File: src/hw/pmseq_pkg.sv
// package: constants and carriers for the power-monitor sequencer
// assumes a 10 MHz device clock and decoded register accesses from the serial interface
package pmseq_pkg;
  // ==========================================================
  // register map
  localparam logic [5:0] ADDR_MAIN = 6'h00;
  localparam logic [5:0] ADDR_SETUP = 6'h01;
  localparam logic [5:0] ADDR_CAL = 6'h02;
  localparam logic [5:0] ADDR_SHUNT = 6'h04;
  localparam logic [5:0] ADDR_BUS = 6'h05;
  localparam int MODE_LO = 12;
  localparam int BUS_CT_LO = 9;
  localparam int SH_CT_LO = 6;
  localparam int TMP_CT_LO = 3;
  localparam int AVG_LO = 0;
  localparam int RANGE_BIT = 4;
  localparam logic [15:0] SETUP_RST = 16'hfb68;
  localparam logic [14:0] CAL_RST = 15'h1000;
  localparam logic [3:0] MODE_OFF_A = 4'h0;
  localparam logic [3:0] MODE_OFF_B = 4'h8;
  // ==========================================================
  // timing
  localparam int unsigned CLK_PERIOD_NS = 100;
  localparam int unsigned CONV_US [8] = '{50, 84, 150, 280, 540, 1052, 2074, 4120};
  localparam int unsigned AVG_LOG2 [8] = '{0, 2, 4, 6, 7, 8, 9, 10};
  localparam int CUR_SHIFT_WIDE = 11;
  localparam int CUR_SHIFT_NARROW = 13;
  function automatic int unsigned us_to_cyc(input int unsigned us);
    return (us * 1000 + CLK_PERIOD_NS - 1) / CLK_PERIOD_NS;
  endfunction
  localparam int unsigned CONV_CYC_DEF [8] = '{us_to_cyc(CONV_US[0]), us_to_cyc(CONV_US[1]),
    us_to_cyc(CONV_US[2]), us_to_cyc(CONV_US[3]), us_to_cyc(CONV_US[4]), us_to_cyc(CONV_US[5]),
    us_to_cyc(CONV_US[6]), us_to_cyc(CONV_US[7])};
  // ==========================================================
  // carriers
  typedef struct packed {
    logic wr;
    logic rd;
    logic [5:0] addr;
    logic [15:0] wdata;
  } pmseq_req_s;
  typedef struct packed {
    logic signed [15:0] bus;
    logic signed [15:0] shunt;
  } pmseq_samples_s;
  typedef enum logic [1:0] {
    PMS_IDLE = 2'b01,
    PMS_CONV = 2'b10
  } pmseq_phase_e;
  typedef struct packed {
    pmseq_phase_e phase;
    logic [15:0] setup;
    logic [14:0] cal;
    logic range;
    logic signed [15:0] shunt_res;
    logic signed [15:0] bus_res;
    logic signed [15:0] cur_res;
    logic [15:0] rdata;
    logic [1:0] chan;
    logic [15:0] timer;
    logic [10:0] rounds;
    logic signed [25:0] acc_bus;
    logic signed [25:0] acc_sh;
    logic done;
  } pmseq_state_s;
endpackage

File: src/hw/pmseq_core.sv
// module: conversion sequencer, averaging and result registers
// assumes register accesses arrive decoded from the serial interface, one per cycle,
// and that the converter presents its latest bus and shunt samples as steady levels
//
// Overview of operation
// mode 0h or 8h, reset Fh, in bits 15-12 halts all conversions
// codes 1h-7h run one triggered pass over the inputs their low bits select
// code 9h converts bus, Ah shunt, repeating without further triggers
// reset code Fh converts bus, shunt and temperature repeatedly
// codes Bh-Eh use the same input bits as 3h-6h, repeating
// bus conversion time bits 11-9, reset 5h, from the eight-entry table
// shunt conversion time bits 8-6, reset 5h, same table
// temperature conversion time bits 5-3, reset 5h, same table
// averaging bits 2-0, reset 0h, counts 1 to 1024 for all inputs
// results stay unchanged until the whole averaging run completes
// calibration constant bits 14-0, reset 1000h, scales the current
// calibration constant also sets the current result's weight per count
// calibration bit 15 always reads zero
// shunt result is signed 16 bits, 5 or 1.25 microvolt per count
// bus result is signed 16 bits, never negative, 3.125 millivolt per count
// range bit 4 of main config picks 163.84 mV or 40.96 mV scale
`timescale 1ns/10ps
module pmseq_core
  import pmseq_pkg::*;
#(
  parameter int unsigned CONV_CYC [8] = CONV_CYC_DEF
) (
  input wire logic clk,
  input wire logic resetn,
  input wire logic ce,
  input wire pmseq_req_s req,
  input wire pmseq_samples_s samples,
  output logic [15:0] reg_rdata,
  output logic signed [15:0] current_result,
  output logic conv_busy,
  output logic conv_done,
  output logic [1:0] conv_channel
);
  // ==========================================================
  // parameter checks
  for (genvar g = 0; g < 8; g++) begin : g_chk
    if (CONV_CYC[g] < 1 || CONV_CYC[g] > 65535) begin : g_bad
      $error("conversion cycle count out of range");
    end
  end

  pmseq_state_s s;
  pmseq_state_s next_s;

  // ==========================================================
  // helpers
  function automatic logic [1:0] next_chan(input logic [2:0] act, input logic [2:0] from);
    logic [1:0] r;
    r = 2'd3;
    for (int i = 2; i >= 0; i--) begin
      if (act[i] && 3'(i) >= from) begin
        r = 2'(i);
      end
    end
    return r;
  endfunction

  function automatic logic [15:0] chan_cycles(input logic [15:0] setup, input logic [1:0] ch);
    logic [2:0] sel;
    sel = setup[TMP_CT_LO +: 3];
    if (ch == 2'd0) begin
      sel = setup[BUS_CT_LO +: 3];
    end else if (ch == 2'd1) begin
      sel = setup[SH_CT_LO +: 3];
    end
    return 16'(CONV_CYC[sel]);
  endfunction

  function automatic logic signed [15:0] scale_current(input logic signed [15:0] sh,
      input logic [14:0] cal, input logic range);
    logic signed [31:0] prod;
    prod = 32'(sh) * $signed({17'h0_0000, cal});
    prod = range ? (prod >>> CUR_SHIFT_NARROW) : (prod >>> CUR_SHIFT_WIDE);
    return prod[15:0];
  endfunction

  function automatic int unsigned max_cycles();
    int unsigned m;
    m = 0;
    for (int i = 0; i < 8; i++) begin
      if (CONV_CYC[i] > m) begin
        m = CONV_CYC[i];
      end
    end
    return m;
  endfunction
  localparam int unsigned CYC_MAX = max_cycles();

  // ==========================================================
  // sequencing and register access
  always_comb begin
    logic [3:0] mode;
    logic [2:0] act;
    logic [1:0] nxt;
    logic [3:0] lg;
    logic signed [25:0] acc_b;
    logic signed [25:0] acc_s;
    logic signed [25:0] avg_b;
    logic signed [25:0] avg_s;
    mode = s.setup[MODE_LO +: 4];
    act = mode[2:0];
    nxt = 2'd3;
    lg = 4'(AVG_LOG2[s.setup[AVG_LO +: 3]]);
    acc_b = s.acc_bus;
    acc_s = s.acc_sh;
    avg_b = '0;
    avg_s = '0;
    next_s = s;
    next_s.done = 1'b0;
    if (req.rd) begin
      case (req.addr)
        ADDR_MAIN: next_s.rdata = 16'(s.range) << RANGE_BIT;
        ADDR_SETUP: next_s.rdata = s.setup;
        ADDR_CAL: next_s.rdata = {1'b0, s.cal};
        ADDR_SHUNT: next_s.rdata = s.shunt_res;
        ADDR_BUS: next_s.rdata = s.bus_res;
        default: next_s.rdata = '0;
      endcase
    end
    if (req.wr && req.addr == ADDR_SETUP) begin
      next_s.setup = req.wdata;
      next_s.rounds = '0;
      next_s.acc_bus = '0;
      next_s.acc_sh = '0;
      if (req.wdata[MODE_LO +: 3] != 3'd0) begin
        next_s.phase = PMS_CONV;
        next_s.chan = next_chan(req.wdata[MODE_LO +: 3], 3'd0);
        next_s.timer = chan_cycles(req.wdata, next_s.chan);
      end else begin
        next_s.phase = PMS_IDLE;
        next_s.timer = '0;
      end
    end else if (s.phase == PMS_CONV) begin
      if (s.timer > 16'd1) begin
        next_s.timer = s.timer - 16'd1;
      end else begin
        if (s.chan == 2'd0) begin
          acc_b = s.acc_bus + 26'(samples.bus);
        end else if (s.chan == 2'd1) begin
          acc_s = s.acc_sh + 26'(samples.shunt);
        end
        next_s.acc_bus = acc_b;
        next_s.acc_sh = acc_s;
        nxt = next_chan(act, 3'(s.chan) + 3'd1);
        if (nxt != 2'd3) begin
          next_s.chan = nxt;
          next_s.timer = chan_cycles(s.setup, nxt);
        end else if (s.rounds + 11'd1 < (11'd1 << lg)) begin
          next_s.rounds = s.rounds + 11'd1;
          next_s.chan = next_chan(act, 3'd0);
          next_s.timer = chan_cycles(s.setup, next_s.chan);
        end else begin
          avg_b = acc_b >>> lg;
          avg_s = acc_s >>> lg;
          if (act[0]) begin
            next_s.bus_res = avg_b[15] ? 16'h0000 : avg_b[15:0];
          end
          if (act[1]) begin
            next_s.shunt_res = avg_s[15:0];
            next_s.cur_res = scale_current(avg_s[15:0], s.cal, s.range);
          end
          next_s.done = 1'b1;
          next_s.rounds = '0;
          next_s.acc_bus = '0;
          next_s.acc_sh = '0;
          if (mode[3]) begin
            next_s.chan = next_chan(act, 3'd0);
            next_s.timer = chan_cycles(s.setup, next_s.chan);
          end else begin
            next_s.phase = PMS_IDLE;
            next_s.timer = '0;
          end
        end
      end
    end
    if (req.wr && req.addr == ADDR_CAL) begin
      next_s.cal = req.wdata[14:0];
    end
    if (req.wr && req.addr == ADDR_MAIN) begin
      next_s.range = req.wdata[RANGE_BIT];
    end
  end

  // ==========================================================
  // state register
  always_ff @(posedge clk or negedge resetn) begin
    if (!resetn) begin
      s.phase <= PMS_CONV;
      s.setup <= SETUP_RST;
      s.cal <= CAL_RST;
      s.range <= 1'b0;
      s.shunt_res <= '0;
      s.bus_res <= '0;
      s.cur_res <= '0;
      s.rdata <= '0;
      s.chan <= 2'd0;
      s.timer <= 16'(CONV_CYC[SETUP_RST[BUS_CT_LO +: 3]]);
      s.rounds <= '0;
      s.acc_bus <= '0;
      s.acc_sh <= '0;
      s.done <= 1'b0;
    end else if (ce) begin
      s <= next_s;
    end
  end

  assign reg_rdata = s.rdata;
  assign current_result = s.cur_res;
  assign conv_busy = s.phase[1]; // one-hot conversion bit
  assign conv_done = s.done;
  assign conv_channel = s.chan;
endmodule

File: config.mk
export PLATFORM = sky130hd
export DESIGN_NAME = pmseq_core
export DESIGN_NICKNAME = d
export VERILOG_FILES = /design/src/hw/pmseq_pkg.sv /design/src/hw/pmseq_core.sv
export SDC_FILE = /design/constraint.sdc
export NUM_CORES = 1
export LEC_CHECK = 0
export ABC_AREA = 1
export ABC_CLOCK_PERIOD_IN_PS = 8360
export BUFFER_PORTS_ARGS = -buffer_cell sky130_fd_sc_hd__buf_4
export CAP_MARGIN = 10
export CORE_MARGIN = 2
export CORE_UTILIZATION = 45
export CTS_CLUSTER_DIAMETER = 100
export DETAILED_ROUTE_END_ITERATION = 16
export GPL_TIMING_DRIVEN = 0
export PLACE_DENSITY = 0.69
export REMOVE_ABC_BUFFERS = 1
export SLEW_MARGIN = 20
export SYNTH_ARGS = -nofsm -noshare
export SYNTH_HDL_FRONTEND = slang
export SYNTH_SLANG_ARGS = --single-unit
File: constraint.sdc
create_clock -name clk -period 8.36 [get_ports clk]
set_input_delay 0.418 -clock clk [delete_from_list [all_inputs] [get_ports clk]]
set_output_delay 0.418 -clock clk [all_outputs]
set_load 0.1 [all_outputs]
==> flow_metrics.env <==
export IMPL_drt_iter0_drc=2531
export IMPL_drive_above_1_share_pct=11.89
export IMPL_slowest_delay_ns=0.51
export IMPL_clockRootBuffer="clkbuf_16"
export IMPL_clock_skew_ns=0.01543
export IMPL_rrSetupSlack_ns=0.35
export IMPL_synth_most_common_cell="nand2_1"
export IMPL_antenna_found_initial=4
export IMPL_dieArea_um2=55790
export IMPL_fillers=5359
export IMPL_max_slew_margin_pct=34.81
export IMPL_area_growth_pct=10.50
export IMPL_synth_cells=3419
export IMPL_synth_area_um2=24260
export IMPL_ys_seq_area_share_pct=18.55
export IMPL_yosysWarnings=0
export IMPL_final_hold_viol_count=0
export IMPL_end_kind="flip-flop"
export IMPL_critPathMaxFanout=4
export IMPL_viasPerCell=5.531
export IMPL_insertion_delay_ns=0.50
export IMPL_r2r_cells=42
export IMPL_reg2reg_to="current_result[15]"
export IMPL_drt_pass1_iter_count=6
export IMPL_grt_pass1_vias=21830
export IMPL_die_y_um=236.2
export IMPL_rows=85
export IMPL_cts_buffer_depth=2
export IMPL_tns_ns=0
export IMPL_ys_async_sr_fraction_pct=100.0
export IMPL_min_period_ns=8.014
export IMPL_core_area_um2=53600
export IMPL_drv_slew=0
export IMPL_crit_top_cell="inv_1"
export IMPL_setup_violations=0
export IMPL_place_area_um2=25350
export IMPL_critPathArrivalTime_ns=8.42
export IMPL_worst_hold_path_endpoint="s[177]"
export IMPL_htreeDepth=4
export IMPL_max_freq_mhz=124.8
export IMPL_drc_errors=0
export IMPL_die_w_um=236.2
export IMPL_status="complete, no violations"
export IMPL_portBuffers=94
export IMPL_path_clk_slew_ns=0.08
export IMPL_totalWireLength_mm=74.50
export IMPL_hold_worst_slack_ns=0.1463
export IMPL_numCtsBuffers=17
export IMPL_ios=95
export IMPL_path_class="flip-flop to flip-flop"
export IMPL_worst_slew_pin_slew_ns=0.9768
export IMPL_synth_avg_cell_area_um2=7.096
export IMPL_critPathLaunchType="flip-flop"
export IMPL_final_area_um2=26810
export IMPL_synthFlopType="dfrtp_1"
export IMPL_timing_final_crit_share_pct=95.86
export IMPL_synth_area_leaders="fa_1 (19%), dfrtp_1 (17%), nand2_1 (12%)"
export IMPL_min_path_cells=3
export IMPL_numClockSinks=179
export IMPL_synth_top_area_share_pct=18.73
export IMPL_grt_max_degree=77
export IMPL_ant_nets=0
export IMPL_min_from="req[15]"
export IMPL_grt_usage_pct=27.18
export IMPL_synth_edf_count=0
export IMPL_grt_first_pass_wirelength_mm=119.3
export IMPL_reg2reg_from="s[1]"
export IMPL_hpwl_mm=57.72
export IMPL_rsz0062_at_grt="yes"
export IMPL_min_path_type="input pin to flip-flop"
export IMPL_slowest_stage="fa_1"
export IMPL_vias=22930
export IMPL_synth_cell_types=73
export IMPL_yosys_area_top_type="fa_1"
export IMPL_drv_cap=0
export IMPL_overflow=0
export IMPL_gp_congestion=0.9567
export IMPL_ys_seq_elements=179
export IMPL_nets=3878
export IMPL_wl_per_cell_um=17.97
export IMPL_ys_top_cells_by_count="nand2_1 (777), inv_1 (593), nor2_1 (300)"
export IMPL_initial_core_util_pct=45.26
export IMPL_required_ns=8.76
export IMPL_cts_tree="yes"
[per-stage QoR]
step	worst slack, ns	util (%)	instances
after floorplan	-0.1926	-	3278
after global placement	-2.651	46.84	4068
after detailed placement	-1.265	47.29	4077
after CTS	0.02152	48.70	4120
after global routing	-0.06664	50.01	4145
final	0.3457	50.02	4146
[cell families (layout without fill, tap and decap cells)]
family	count (synthesis)	after routing	share of synthesized area, %
adders and majority gates	384	384	26.83
DFF	179	179	18.55
other	1	4	0.01546
muxes	2	2	0.08767
buffers and inverters	770	796	12.75
xor gates and xnor gates	56	56	2.022
and+or+nand+nor	1496	1498	26.89
AOI/OAI and AO/OA	531	531	12.86
[metal layers]
metal  wire, um  vias to the layer above  track usage [%]
met3       6192                      144            4.868
met5         13                        -                0
met2      32770                      920            41.61
met1      32410                    10960            37.96
li1           -                    10900                -
met4       3108                        2            11.20
[worst max path at each step]
stage / to / cells after the start / start / slack, ns
6_report: current_result[15] / 42 / s[1] / 0.35
2_1_floorplan: current_result[15] / 32 / s[162] / -0.19
4_1_cts: current_result[14] / 41 / s[12] / 0.02
3_3_place_gp: current_result[7] / 34 / s[162] / -2.65
5_1_grt: current_result[15] / 41 / s[13] / -0.07
3_5_place_dp: current_result[7] / 36 / conv_channel[1] / -1.26
[sequential cells by signal, summed over array words and instances (netlist names)]
| register | flops |
|---|---|
| conv_busy | 1 |
| conv_channel | 2 |
| reg_rdata | 16 |
| conv_done | 1 |
| s | 143 |
| current_result | 16 |
[cell usage in the layout, fill, tap and decap left out, drive strengths merged, types with 27 or more instances in the layout]
| cell type | n |
|---|---|
| a21oi | 144 |
| buf | 132 |
| dfrtp | 162 |
| fa | 227 |
| ha | 157 |
| inv | 621 |
| nand2 | 801 |
| nand3 | 268 |
| nand4 | 40 |
| nor2 | 320 |
| nor3 | 27 |
| o211ai | 27 |
| o21ai | 216 |
| o22ai | 43 |
| xor2 | 34 |
[repair_timing]
item,4_1_cts,5_1_grt
cloned,5,0
resized for setup,29,108
hold buffers,1,0
buffers inserted,5,24
pin swaps,5,20
hold endpoints to repair,48,0
setup endpoints to repair,16,16
[cell type report]
class / count / area, um2 / share of cell area, %
Inverter: 628 / 2411 / 8.993
Timing Repair Buffer: 133 / 1165 / 4.345
Multi-Input combinational cell: 2473 / 17260 / 64.39
Sequential cell: 179 / 4502 / 16.79
Tap cell: 696 / 870.8 / 3.248
Clock inverter: 14 / 135.1 / 0.5040
Clock buffer: 18 / 439.2 / 1.638
Timing Repair inverter: 3 / 20.02 / 0.07467
Antenna cell: 2 / 5.005 / 0.01867
[worst max-delay path: cells and delay by family, from the launching register on]
kind	cells	cell delay, ns
AO/OA/AOI/OAI	8	1.28
adder cells (fa/ha/maj)	9	3.79
AND/OR/NAND/NOR	16	1.59
buffers and inverters	9	0.85
flip-flops	1	0.40
Power is not shown: default switching activity piles up to over one toggle a cycle in this logic, so the estimate is an artifact.
